### src/wia_pkg.sv
package wia_pkg;

  typedef enum logic [3:0] {
    WIA_OP_NONE,
    WIA_OP_WORD_ADD,
    WIA_OP_WORD_SUB,
    WIA_OP_WORD_CMP,
    WIA_OP_BYTE_PLUS_ONE,
    WIA_OP_BYTE_MINUS_ONE,
    WIA_OP_PAIR_PLUS_ONE,
    WIA_OP_PAIR_MINUS_ONE,
    WIA_OP_ROTATE_RIGHT,
    WIA_OP_ROTATE_LEFT,
    WIA_OP_ROTATE_RIGHT_THROUGH_CARRY,
    WIA_OP_ROTATE_LEFT_THROUGH_CARRY
  } wia_op_t;

  localparam int        WIA_WORD_W    = 16;
  localparam int        WIA_BYTE_W    = 8;
  localparam int        WIA_NIB_W     = 4;
  localparam int        WIA_BYTE_MSB  = 7;
  localparam int        WIA_BYTE_LSB  = 0;
  localparam logic      WIA_FLAG_RST  = 1'h0;
  localparam logic [7:0] WIA_BYTE_ONE = 8'h01;
  localparam logic [15:0] WIA_WORD_ONE = 16'h0001;
  localparam logic [3:0] WIA_NIB_ONE  = 4'h1;
  localparam logic [3:0] WIA_NIB_ZERO = 4'h0;

endpackage : wia_pkg

### src/wia_alu.sv
// Functional notes
// - word add: accumulator pair plus immediate word, sum written back
// - word add sets zero flag when the 16-bit sum is zero
// - word add sets carry flag on carry out of bit 15
// - word add, subtract, compare leave nibble-carry undefined; the logic clears it to 0 for all three
// - word subtract: accumulator pair minus immediate word, written back
// - word subtract sets zero flag when the stored difference is zero
// - word subtract and compare set carry on borrow at bit 15
// - word compare subtracts without writing; only the three flags change
// - word compare sets zero flag when the difference is zero
// - byte increment adds one; zero flag from the 8-bit result
// - byte increment sets nibble-carry on carry from bit 3 to 4
// - byte increment and decrement hold the carry flag
// - byte decrement subtracts one; zero flag from the 8-bit result
// - byte decrement sets nibble-carry on borrow from bit 4 to 3
// - pair increment adds one, all flags unchanged
// - pair decrement subtracts one, all flags unchanged
// - rotate right: bit 0 to bit 7 and carry; other flags hold
// - rotate left: bit 7 to bit 0 and carry; other flags hold
// - rotate right through carry: carry to bit 7, bit 0 to carry
// - rotate left through carry: carry to bit 0, bit 7 to carry
`timescale 1ns/1ps
module wia_alu #(
  parameter int WORD_W = wia_pkg::WIA_WORD_W,
  parameter int BYTE_W = wia_pkg::WIA_BYTE_W
) (
  input  wire logic                clk_in,            // core clock, 25 MHz
  input  wire logic                reset_in,          // synchronous, active high
  input  wire logic                issue_in,          // one-cycle operation strobe
  input  wire wia_pkg::wia_op_t    op_in,             // operation select
  input  wire logic [WORD_W-1:0]   word_accumulator_in, // accumulator pair
  input  wire logic [WORD_W-1:0]   imm_word_in,       // immediate word
  input  wire logic [BYTE_W-1:0]   byte_operand_in,   // byte register or memory byte
  input  wire logic [WORD_W-1:0]   register_pair_in,  // selected register pair
  input  wire logic [BYTE_W-1:0]   byte_accumulator_in, // byte accumulator
  input  wire logic                zero_flag_in,      // current zero flag
  input  wire logic                nibble_carry_flag_in, // current nibble-carry flag
  input  wire logic                carry_flag_in,     // current carry flag
  output logic                     done_out,          // result valid pulse
  output logic                     word_we_out,       // write word result to accumulator pair
  output logic [WORD_W-1:0]        word_result_out,   // word result
  output logic                     byte_we_out,       // write byte result
  output logic [BYTE_W-1:0]        byte_result_out,   // byte result
  output logic                     pair_we_out,       // write register pair
  output logic [WORD_W-1:0]        pair_result_out,   // register pair result
  output logic                     acc_we_out,        // write byte accumulator
  output logic [BYTE_W-1:0]        acc_result_out,    // rotated accumulator
  output logic                     zero_flag_out,     // updated zero flag
  output logic                     nibble_carry_flag_out, // updated nibble-carry flag
  output logic                     carry_flag_out     // updated carry flag
);

  ////////////////////////////////////////////////////////////////////////////
  // combinational datapath

  logic [WORD_W:0]   add_ext;
  logic [WORD_W:0]   sub_ext;
  logic [BYTE_W-1:0] inc_b;
  logic [BYTE_W-1:0] dec_b;
  logic [WORD_W-1:0] word_d;
  logic [BYTE_W-1:0] byte_d;
  logic [WORD_W-1:0] pair_d;
  logic [BYTE_W-1:0] acc_d;
  logic              word_we_d;
  logic              byte_we_d;
  logic              pair_we_d;
  logic              acc_we_d;
  logic              zero_d;
  logic              nib_d;
  logic              carry_d;

  function automatic logic is_zero_word(input logic [WORD_W-1:0] v);
    is_zero_word = (v == '0);
  endfunction : is_zero_word

  function automatic logic is_zero_byte(input logic [BYTE_W-1:0] v);
    is_zero_byte = (v == '0);
  endfunction : is_zero_byte

  assign add_ext = {1'b0, word_accumulator_in} + {1'b0, imm_word_in};
  assign sub_ext = {1'b0, word_accumulator_in} - {1'b0, imm_word_in};
  assign inc_b   = byte_operand_in + BYTE_W'(wia_pkg::WIA_BYTE_ONE);
  assign dec_b   = byte_operand_in - BYTE_W'(wia_pkg::WIA_BYTE_ONE);

  // increment carries into bit 4 when the low nibble of the result wrapped
  function automatic logic nib_carry_up(input logic [BYTE_W-1:0] v);
    nib_carry_up = (v[wia_pkg::WIA_NIB_W-1:0] == wia_pkg::WIA_NIB_ZERO);
  endfunction : nib_carry_up

  // decrement borrows from bit 4 when the low nibble of the operand was zero
  function automatic logic nib_borrow_down(input logic [BYTE_W-1:0] v);
    nib_borrow_down = (v[wia_pkg::WIA_NIB_W-1:0] == wia_pkg::WIA_NIB_ZERO);
  endfunction : nib_borrow_down

  ////////////////////////////////////////////////////////////////////////////
  // rotate bodies: every bit but the end bit takes its neighbour

  logic [BYTE_W-2:0] ror_body;
  logic [BYTE_W-2:0] rol_body;

  for (genvar i = 0; i < BYTE_W - 1; i++) begin : g_rot_body
    assign ror_body[i] = byte_accumulator_in[i+1];
    assign rol_body[i] = byte_accumulator_in[i];
  end

  ////////////////////////////////////////////////////////////////////////////
  // word path: add and subtract write back, compare only sets flags

  always_comb begin
    word_d    = word_accumulator_in;
    word_we_d = 1'b0;
    unique case (op_in)
      wia_pkg::WIA_OP_WORD_ADD: begin
        word_d    = add_ext[WORD_W-1:0];
        word_we_d = 1'b1;
      end
      wia_pkg::WIA_OP_WORD_SUB: begin
        word_d    = sub_ext[WORD_W-1:0];
        word_we_d = 1'b1;
      end
      wia_pkg::WIA_OP_WORD_CMP: begin
        // the difference is discarded: no write enable
        word_d    = sub_ext[WORD_W-1:0];
        word_we_d = 1'b0;
      end
      default: begin
      end
    endcase
  end

  ////////////////////////////////////////////////////////////////////////////
  // byte and pair paths: step by one and write back

  always_comb begin
    byte_d    = byte_operand_in;
    byte_we_d = 1'b0;
    unique case (op_in)
      wia_pkg::WIA_OP_BYTE_PLUS_ONE: begin
        byte_d    = inc_b;
        byte_we_d = 1'b1;
      end
      wia_pkg::WIA_OP_BYTE_MINUS_ONE: begin
        byte_d    = dec_b;
        byte_we_d = 1'b1;
      end
      default: begin
      end
    endcase
  end

  always_comb begin
    pair_d    = register_pair_in;
    pair_we_d = 1'b0;
    unique case (op_in)
      wia_pkg::WIA_OP_PAIR_PLUS_ONE: begin
        pair_d    = register_pair_in + WORD_W'(wia_pkg::WIA_WORD_ONE);
        pair_we_d = 1'b1;
      end
      wia_pkg::WIA_OP_PAIR_MINUS_ONE: begin
        pair_d    = register_pair_in - WORD_W'(wia_pkg::WIA_WORD_ONE);
        pair_we_d = 1'b1;
      end
      default: begin
      end
    endcase
  end

  ////////////////////////////////////////////////////////////////////////////
  // accumulator path: the four single-bit rotates

  always_comb begin
    acc_d    = byte_accumulator_in;
    acc_we_d = 1'b0;
    unique case (op_in)
      wia_pkg::WIA_OP_ROTATE_RIGHT: begin
        acc_d    = {byte_accumulator_in[wia_pkg::WIA_BYTE_LSB], ror_body};
        acc_we_d = 1'b1;
      end
      wia_pkg::WIA_OP_ROTATE_LEFT: begin
        acc_d    = {rol_body, byte_accumulator_in[BYTE_W-1]};
        acc_we_d = 1'b1;
      end
      wia_pkg::WIA_OP_ROTATE_RIGHT_THROUGH_CARRY: begin
        acc_d    = {carry_flag_in, ror_body};
        acc_we_d = 1'b1;
      end
      wia_pkg::WIA_OP_ROTATE_LEFT_THROUGH_CARRY: begin
        acc_d    = {rol_body, carry_flag_in};
        acc_we_d = 1'b1;
      end
      default: begin
      end
    endcase
  end

  ////////////////////////////////////////////////////////////////////////////
  // flag paths: each flag holds its input unless the operation defines it, and word ops clear nibble-carry

  always_comb begin
    zero_d = zero_flag_in;
    unique case (op_in)
      wia_pkg::WIA_OP_WORD_ADD: begin
        zero_d = is_zero_word(add_ext[WORD_W-1:0]);
      end
      wia_pkg::WIA_OP_WORD_SUB: begin
        zero_d = is_zero_word(sub_ext[WORD_W-1:0]);
      end
      wia_pkg::WIA_OP_WORD_CMP: begin
        zero_d = is_zero_word(sub_ext[WORD_W-1:0]);
      end
      wia_pkg::WIA_OP_BYTE_PLUS_ONE: begin
        zero_d = is_zero_byte(inc_b);
      end
      wia_pkg::WIA_OP_BYTE_MINUS_ONE: begin
        zero_d = is_zero_byte(dec_b);
      end
      default: begin
      end
    endcase
  end

  always_comb begin
    nib_d = nibble_carry_flag_in;
    unique case (op_in)
      wia_pkg::WIA_OP_WORD_ADD, wia_pkg::WIA_OP_WORD_SUB, wia_pkg::WIA_OP_WORD_CMP: begin
        // left undefined; driven low so the flag never goes unknown
        nib_d = 1'b0;
      end
      wia_pkg::WIA_OP_BYTE_PLUS_ONE: begin
        nib_d = nib_carry_up(inc_b);
      end
      wia_pkg::WIA_OP_BYTE_MINUS_ONE: begin
        nib_d = nib_borrow_down(byte_operand_in);
      end
      default: begin
      end
    endcase
  end

  always_comb begin
    carry_d = carry_flag_in;
    unique case (op_in)
      wia_pkg::WIA_OP_WORD_ADD: begin
        carry_d = add_ext[WORD_W];
      end
      wia_pkg::WIA_OP_WORD_SUB, wia_pkg::WIA_OP_WORD_CMP: begin
        carry_d = sub_ext[WORD_W];
      end
      wia_pkg::WIA_OP_BYTE_PLUS_ONE, wia_pkg::WIA_OP_BYTE_MINUS_ONE: begin
        carry_d = carry_flag_in;
      end
      wia_pkg::WIA_OP_ROTATE_RIGHT, wia_pkg::WIA_OP_ROTATE_RIGHT_THROUGH_CARRY: begin
        carry_d = byte_accumulator_in[wia_pkg::WIA_BYTE_LSB];
      end
      wia_pkg::WIA_OP_ROTATE_LEFT, wia_pkg::WIA_OP_ROTATE_LEFT_THROUGH_CARRY: begin
        carry_d = byte_accumulator_in[BYTE_W-1];
      end
      default: begin
      end
    endcase
  end

  ////////////////////////////////////////////////////////////////////////////
  // result registers: enables pulse for one cycle, results and flags stand

  always_ff @(posedge clk_in) begin
    if (reset_in) begin
      done_out <= 1'b0;
    end else begin
      done_out <= issue_in;
    end
  end

  always_ff @(posedge clk_in) begin
    if (reset_in) begin
      word_we_out <= 1'b0;
    end else begin
      word_we_out <= issue_in & word_we_d;
    end
  end

  always_ff @(posedge clk_in) begin
    if (reset_in) begin
      byte_we_out <= 1'b0;
    end else begin
      byte_we_out <= issue_in & byte_we_d;
    end
  end

  always_ff @(posedge clk_in) begin
    if (reset_in) begin
      pair_we_out <= 1'b0;
    end else begin
      pair_we_out <= issue_in & pair_we_d;
    end
  end

  always_ff @(posedge clk_in) begin
    if (reset_in) begin
      acc_we_out <= 1'b0;
    end else begin
      acc_we_out <= issue_in & acc_we_d;
    end
  end

  always_ff @(posedge clk_in) begin
    if (reset_in) begin
      word_result_out <= '0;
    end else if (issue_in) begin
      word_result_out <= word_d;
    end
  end

  always_ff @(posedge clk_in) begin
    if (reset_in) begin
      byte_result_out <= '0;
    end else if (issue_in) begin
      byte_result_out <= byte_d;
    end
  end

  always_ff @(posedge clk_in) begin
    if (reset_in) begin
      pair_result_out <= '0;
    end else if (issue_in) begin
      pair_result_out <= pair_d;
    end
  end

  always_ff @(posedge clk_in) begin
    if (reset_in) begin
      acc_result_out <= '0;
    end else if (issue_in) begin
      acc_result_out <= acc_d;
    end
  end

  always_ff @(posedge clk_in) begin
    if (reset_in) begin
      zero_flag_out <= wia_pkg::WIA_FLAG_RST;
    end else if (issue_in) begin
      zero_flag_out <= zero_d;
    end
  end

  always_ff @(posedge clk_in) begin
    if (reset_in) begin
      nibble_carry_flag_out <= wia_pkg::WIA_FLAG_RST;
    end else if (issue_in) begin
      nibble_carry_flag_out <= nib_d;
    end
  end

  always_ff @(posedge clk_in) begin
    if (reset_in) begin
      carry_flag_out <= wia_pkg::WIA_FLAG_RST;
    end else if (issue_in) begin
      carry_flag_out <= carry_d;
    end
  end

endmodule : wia_alu

### config.mk
export PLATFORM = sky130hd
export DESIGN_NAME = wia_alu
export DESIGN_NICKNAME = d
export VERILOG_FILES = /design/src/wia_pkg.sv /design/src/wia_alu.sv
export SDC_FILE = /design/constraint.sdc
export NUM_CORES = 1
export LEC_CHECK = 0
export ABC_AREA = 1
export ABC_CLOCK_PERIOD_IN_PS = 2900
export BUFFER_PORTS_ARGS = -buffer_cell sky130_fd_sc_hd__buf_2
export CELL_PAD_IN_SITES_DETAIL_PLACEMENT = 1
export CELL_PAD_IN_SITES_GLOBAL_PLACEMENT = 2
export CORE_ASPECT_RATIO = 0.7
export CORE_MARGIN = 3
export CORE_UTILIZATION = 29
export DETAILED_ROUTE_END_ITERATION = 16
export HOLD_SLACK_MARGIN = 0.02
export PLACE_DENSITY_LB_ADDON = 0.1
export SLEW_MARGIN = 20
export SYNTH_ARGS = -nofsm -noshare
export SYNTH_HDL_FRONTEND = slang
export SYNTH_SLANG_ARGS = --single-unit
### constraint.sdc
create_clock -name clk_in -period 2.9 [get_ports clk_in]
set_input_delay 0.145 -clock clk_in [delete_from_list [all_inputs] [get_ports clk_in]]
set_output_delay 0.145 -clock clk_in [all_outputs]
set_load 0.01 [all_outputs]
==> results.tsv <==
metric	value	unit
FP Rows	43	
Die ar.	22300	um^2
FF+latch count, synth	56	
Root Buffer	clkbuf_16	
# Max-Cap Violations	0	
clock sink count	56	
vias in the first global route	6559	
most frequent cells in the layout	nand2_1 (269), inv_1 (145), buf_2 (129), nor2_1 (77)	
ANT nets after route	0	
utilization after layout	0.348	
I/O Pins	130	
Vias	6628	
drt first pass iters	5	
Worst setup SP type	input port	
Power Density	369	nW/um^2
crit path kind	in2reg	
final setup violating endpoints	0	
fmax	428	MHz
RSZ-0062 raised after global routing	false	
Mean Syn Cell Area	6.05	um^2
Post-synth EDFFs	0	
initial antenna violation count	0	
TritonCTS Buffers	5	
Total GRT Usage	0.207	
die width	177	um
Synth Instances	982	
largest net degree at the start of global routing	53	
DRC Markers	0	
CP Max Fanout	9	
post-DR vias/cell	4.87	
commonest non-fill, non-tap cell in the layout	nand2_1	
minimum clock period	2.34	ns
Yosys Warn Count	0	
Fin Hold WS	0.124	ns
Most Frequent Cell on Critical Path	nand2_1	
fraction of layout instances using a drive strength above 1	0.169	
crit-path cells	buf_2 -> nand2_1 -> nor2_2 -> ha_1 -> a21oi_1 -> nor2_1 -> nor2_1 -> nor4_1 -> nor3_1 -> nand2_1 -> nand2_1 -> nand2_1 -> nand2_1 -> nand3_1 -> nand2_1 -> inv_1	
dpl cell area	6790	um^2
CTS tree	built	
WP data required	3.10	ns
setup bufs post-CTS	0	
delay-heaviest family, CP	simple AND/OR/NAND/NOR gates	
H-tree depth	2	
post-synth cell types	46	
I/O Buffers	129	
Max Buffers Root-to-Sink	2	
Antenna diodes	0	
TNS Setup	0	ns
Slew @ Worst Pin	0.576	ns
worst skew pair latency	0.30	ns
Post-CTS Hold Buffers	0	
Final #Nets	1220	
Synth Net Count	1111	
CP max-delay cell	nor2_2	
clock skew	0	ns
initial drt markers	377	
Final Hold Vio Count	0	
Top FF cell, synth	dfxtp_1	
Post-Layout Inst Area	6950	um^2
register area share after synthesis	0.189	
Worst Hold Class	in2reg	
initial cell density of the core	0.297	
Synth async-reset ratio	0	
WP buf/inv	2	
Pleak	3.78	nW
peak supply drop	0.265	mV
total power	0.00257	W
first-pass GRT wire length	37000	um
Final period util	0.805	
Die Height	126	um
mapped cell area	5940	um^2
max-slew violation count	0	
Rel. slew slack	0.615	
Clk pin slew, worst setup/hold paths	0.08	ns
Worst Path Arrival	2.54	ns
post-CTS resize count	0	
routed wire length	22900	um
area delta synth->final	17.1	%
routability cong.	0.883	
crit end category	flop	
WL/cell	16.8	um
crit-path max cell delay	0.39	ns
status	completed	
core footprint	20000	um^2
Overflow after GRT	0	
dpl hpwl	19200	um
final timing paths:
| kind | startpoint | to | slack [ns] | cells past startpoint |
|---|---|---|---|---|
| worst max-delay path | op_in[1] | pair_result_out[15] | 0.56 | 16 |
| worst min-delay path | byte_accumulator_in[3] | acc_result_out[4] | 0.12 | 3 |
| worst max register to register | word_result_out[7] | word_result_out[7] | 2.21 | 2 |
| worst min register to register | pair_result_out[11] | pair_result_out[11] | 0.46 | 2 |
power by group:
part	switching, W	leakage (nW)	internal [W]
clock network	0.000307	0.0815	0.000413
registers	0.0000312	0.464	0.000822
logic	0.000660	3.23	0.000332
synthesized netlist by cell type (3+ instances only):
| cell | number | area (um^2) |
|---|---|---|
| a21o_1 | 4 | 30.0 |
| nand3b_1 | 3 | 22.5 |
| o21ai_0 | 37 | 185 |
| buf_4 | 6 | 45.0 |
| a21oi_2 | 5 | 43.8 |
| nor2_1 | 77 | 289 |
| buf_6 | 5 | 56.3 |
| inv_2 | 12 | 45.0 |
| nand4_1 | 17 | 106 |
| a31oi_1 | 8 | 50.1 |
| o21bai_1 | 3 | 22.5 |
| and2_1 | 3 | 18.8 |
| ha_1 | 52 | 651 |
| o211ai_1 | 23 | 173 |
| dfxtp_1 | 56 | 1120 |
| nand2_2 | 7 | 43.8 |
| nor4_1 | 3 | 18.8 |
| a21oi_1 | 75 | 375 |
| nor3_1 | 5 | 25.0 |
| o221ai_1 | 10 | 87.6 |
| nor2_2 | 6 | 37.5 |
| clkbuf_1 | 16 | 60.1 |
| xor2_1 | 12 | 105 |
| xnor2_1 | 10 | 87.6 |
| inv_1 | 145 | 544 |
| o21a_1 | 4 | 30.0 |
| nand2_1 | 269 | 1010 |
| nand3_1 | 75 | 375 |
| buf_2 | 8 | 40.0 |
| fa_1 | 3 | 60.1 |
state kept, by name, summed over array words and instances, names as in the netlist:
signal,count
zero_flag_out,1
pair_result_out,16
carry_flag_out,1
acc_result_out,8
nibble_carry_flag_out,1
byte_result_out,8
word_result_out,16
done_out,1
word_we_out,1
acc_we_out,1
pair_we_out,1
byte_we_out,1
through the flow:
step           cells  setup WS, ns
2_1_floorplan    982         0.654
3_3_place_gp    1354         0.264
3_5_place_dp    1354         0.246
4_1_cts         1362         0.564
5_1_grt         1362         0.261
6_report        1362         0.565
worst min-delay path, cell delays in order:
cell	delay, ns
buf_2	0.12
nand2_1	0.06
a31oi_1	0.06
cell type report:
type | instances | area [um^2]
fill | 2727 | 13000
multi-input combinational | 731 | 4010
sequential | 56 | 1120
timing repair buffer | 139 | 721
inverter | 158 | 593
tap | 270 | 338
clock buffer | 6 | 129
clock inverter | 2 | 38.8
cell families after synthesis:
group                      after synthesis  synth area share
xor gates and xnor gates                22            0.0324
adders and majority gates               55             0.120
DFF                                     56             0.189
buffers and inverters                  195             0.135
AOI/OAI and AO/OA                      181             0.184
and+or+nand+nor                        473             0.340
routing by layer:
metal  part of all wire  wire length (um)  track usage
met3              0.044              1010       0.0271
met5                  0                 0            0
met1               0.57             13100        0.350
met4             0.0050               114       0.0208
met2               0.38              8670        0.279
Note: power is estimated with default switching activity, not from simulation.
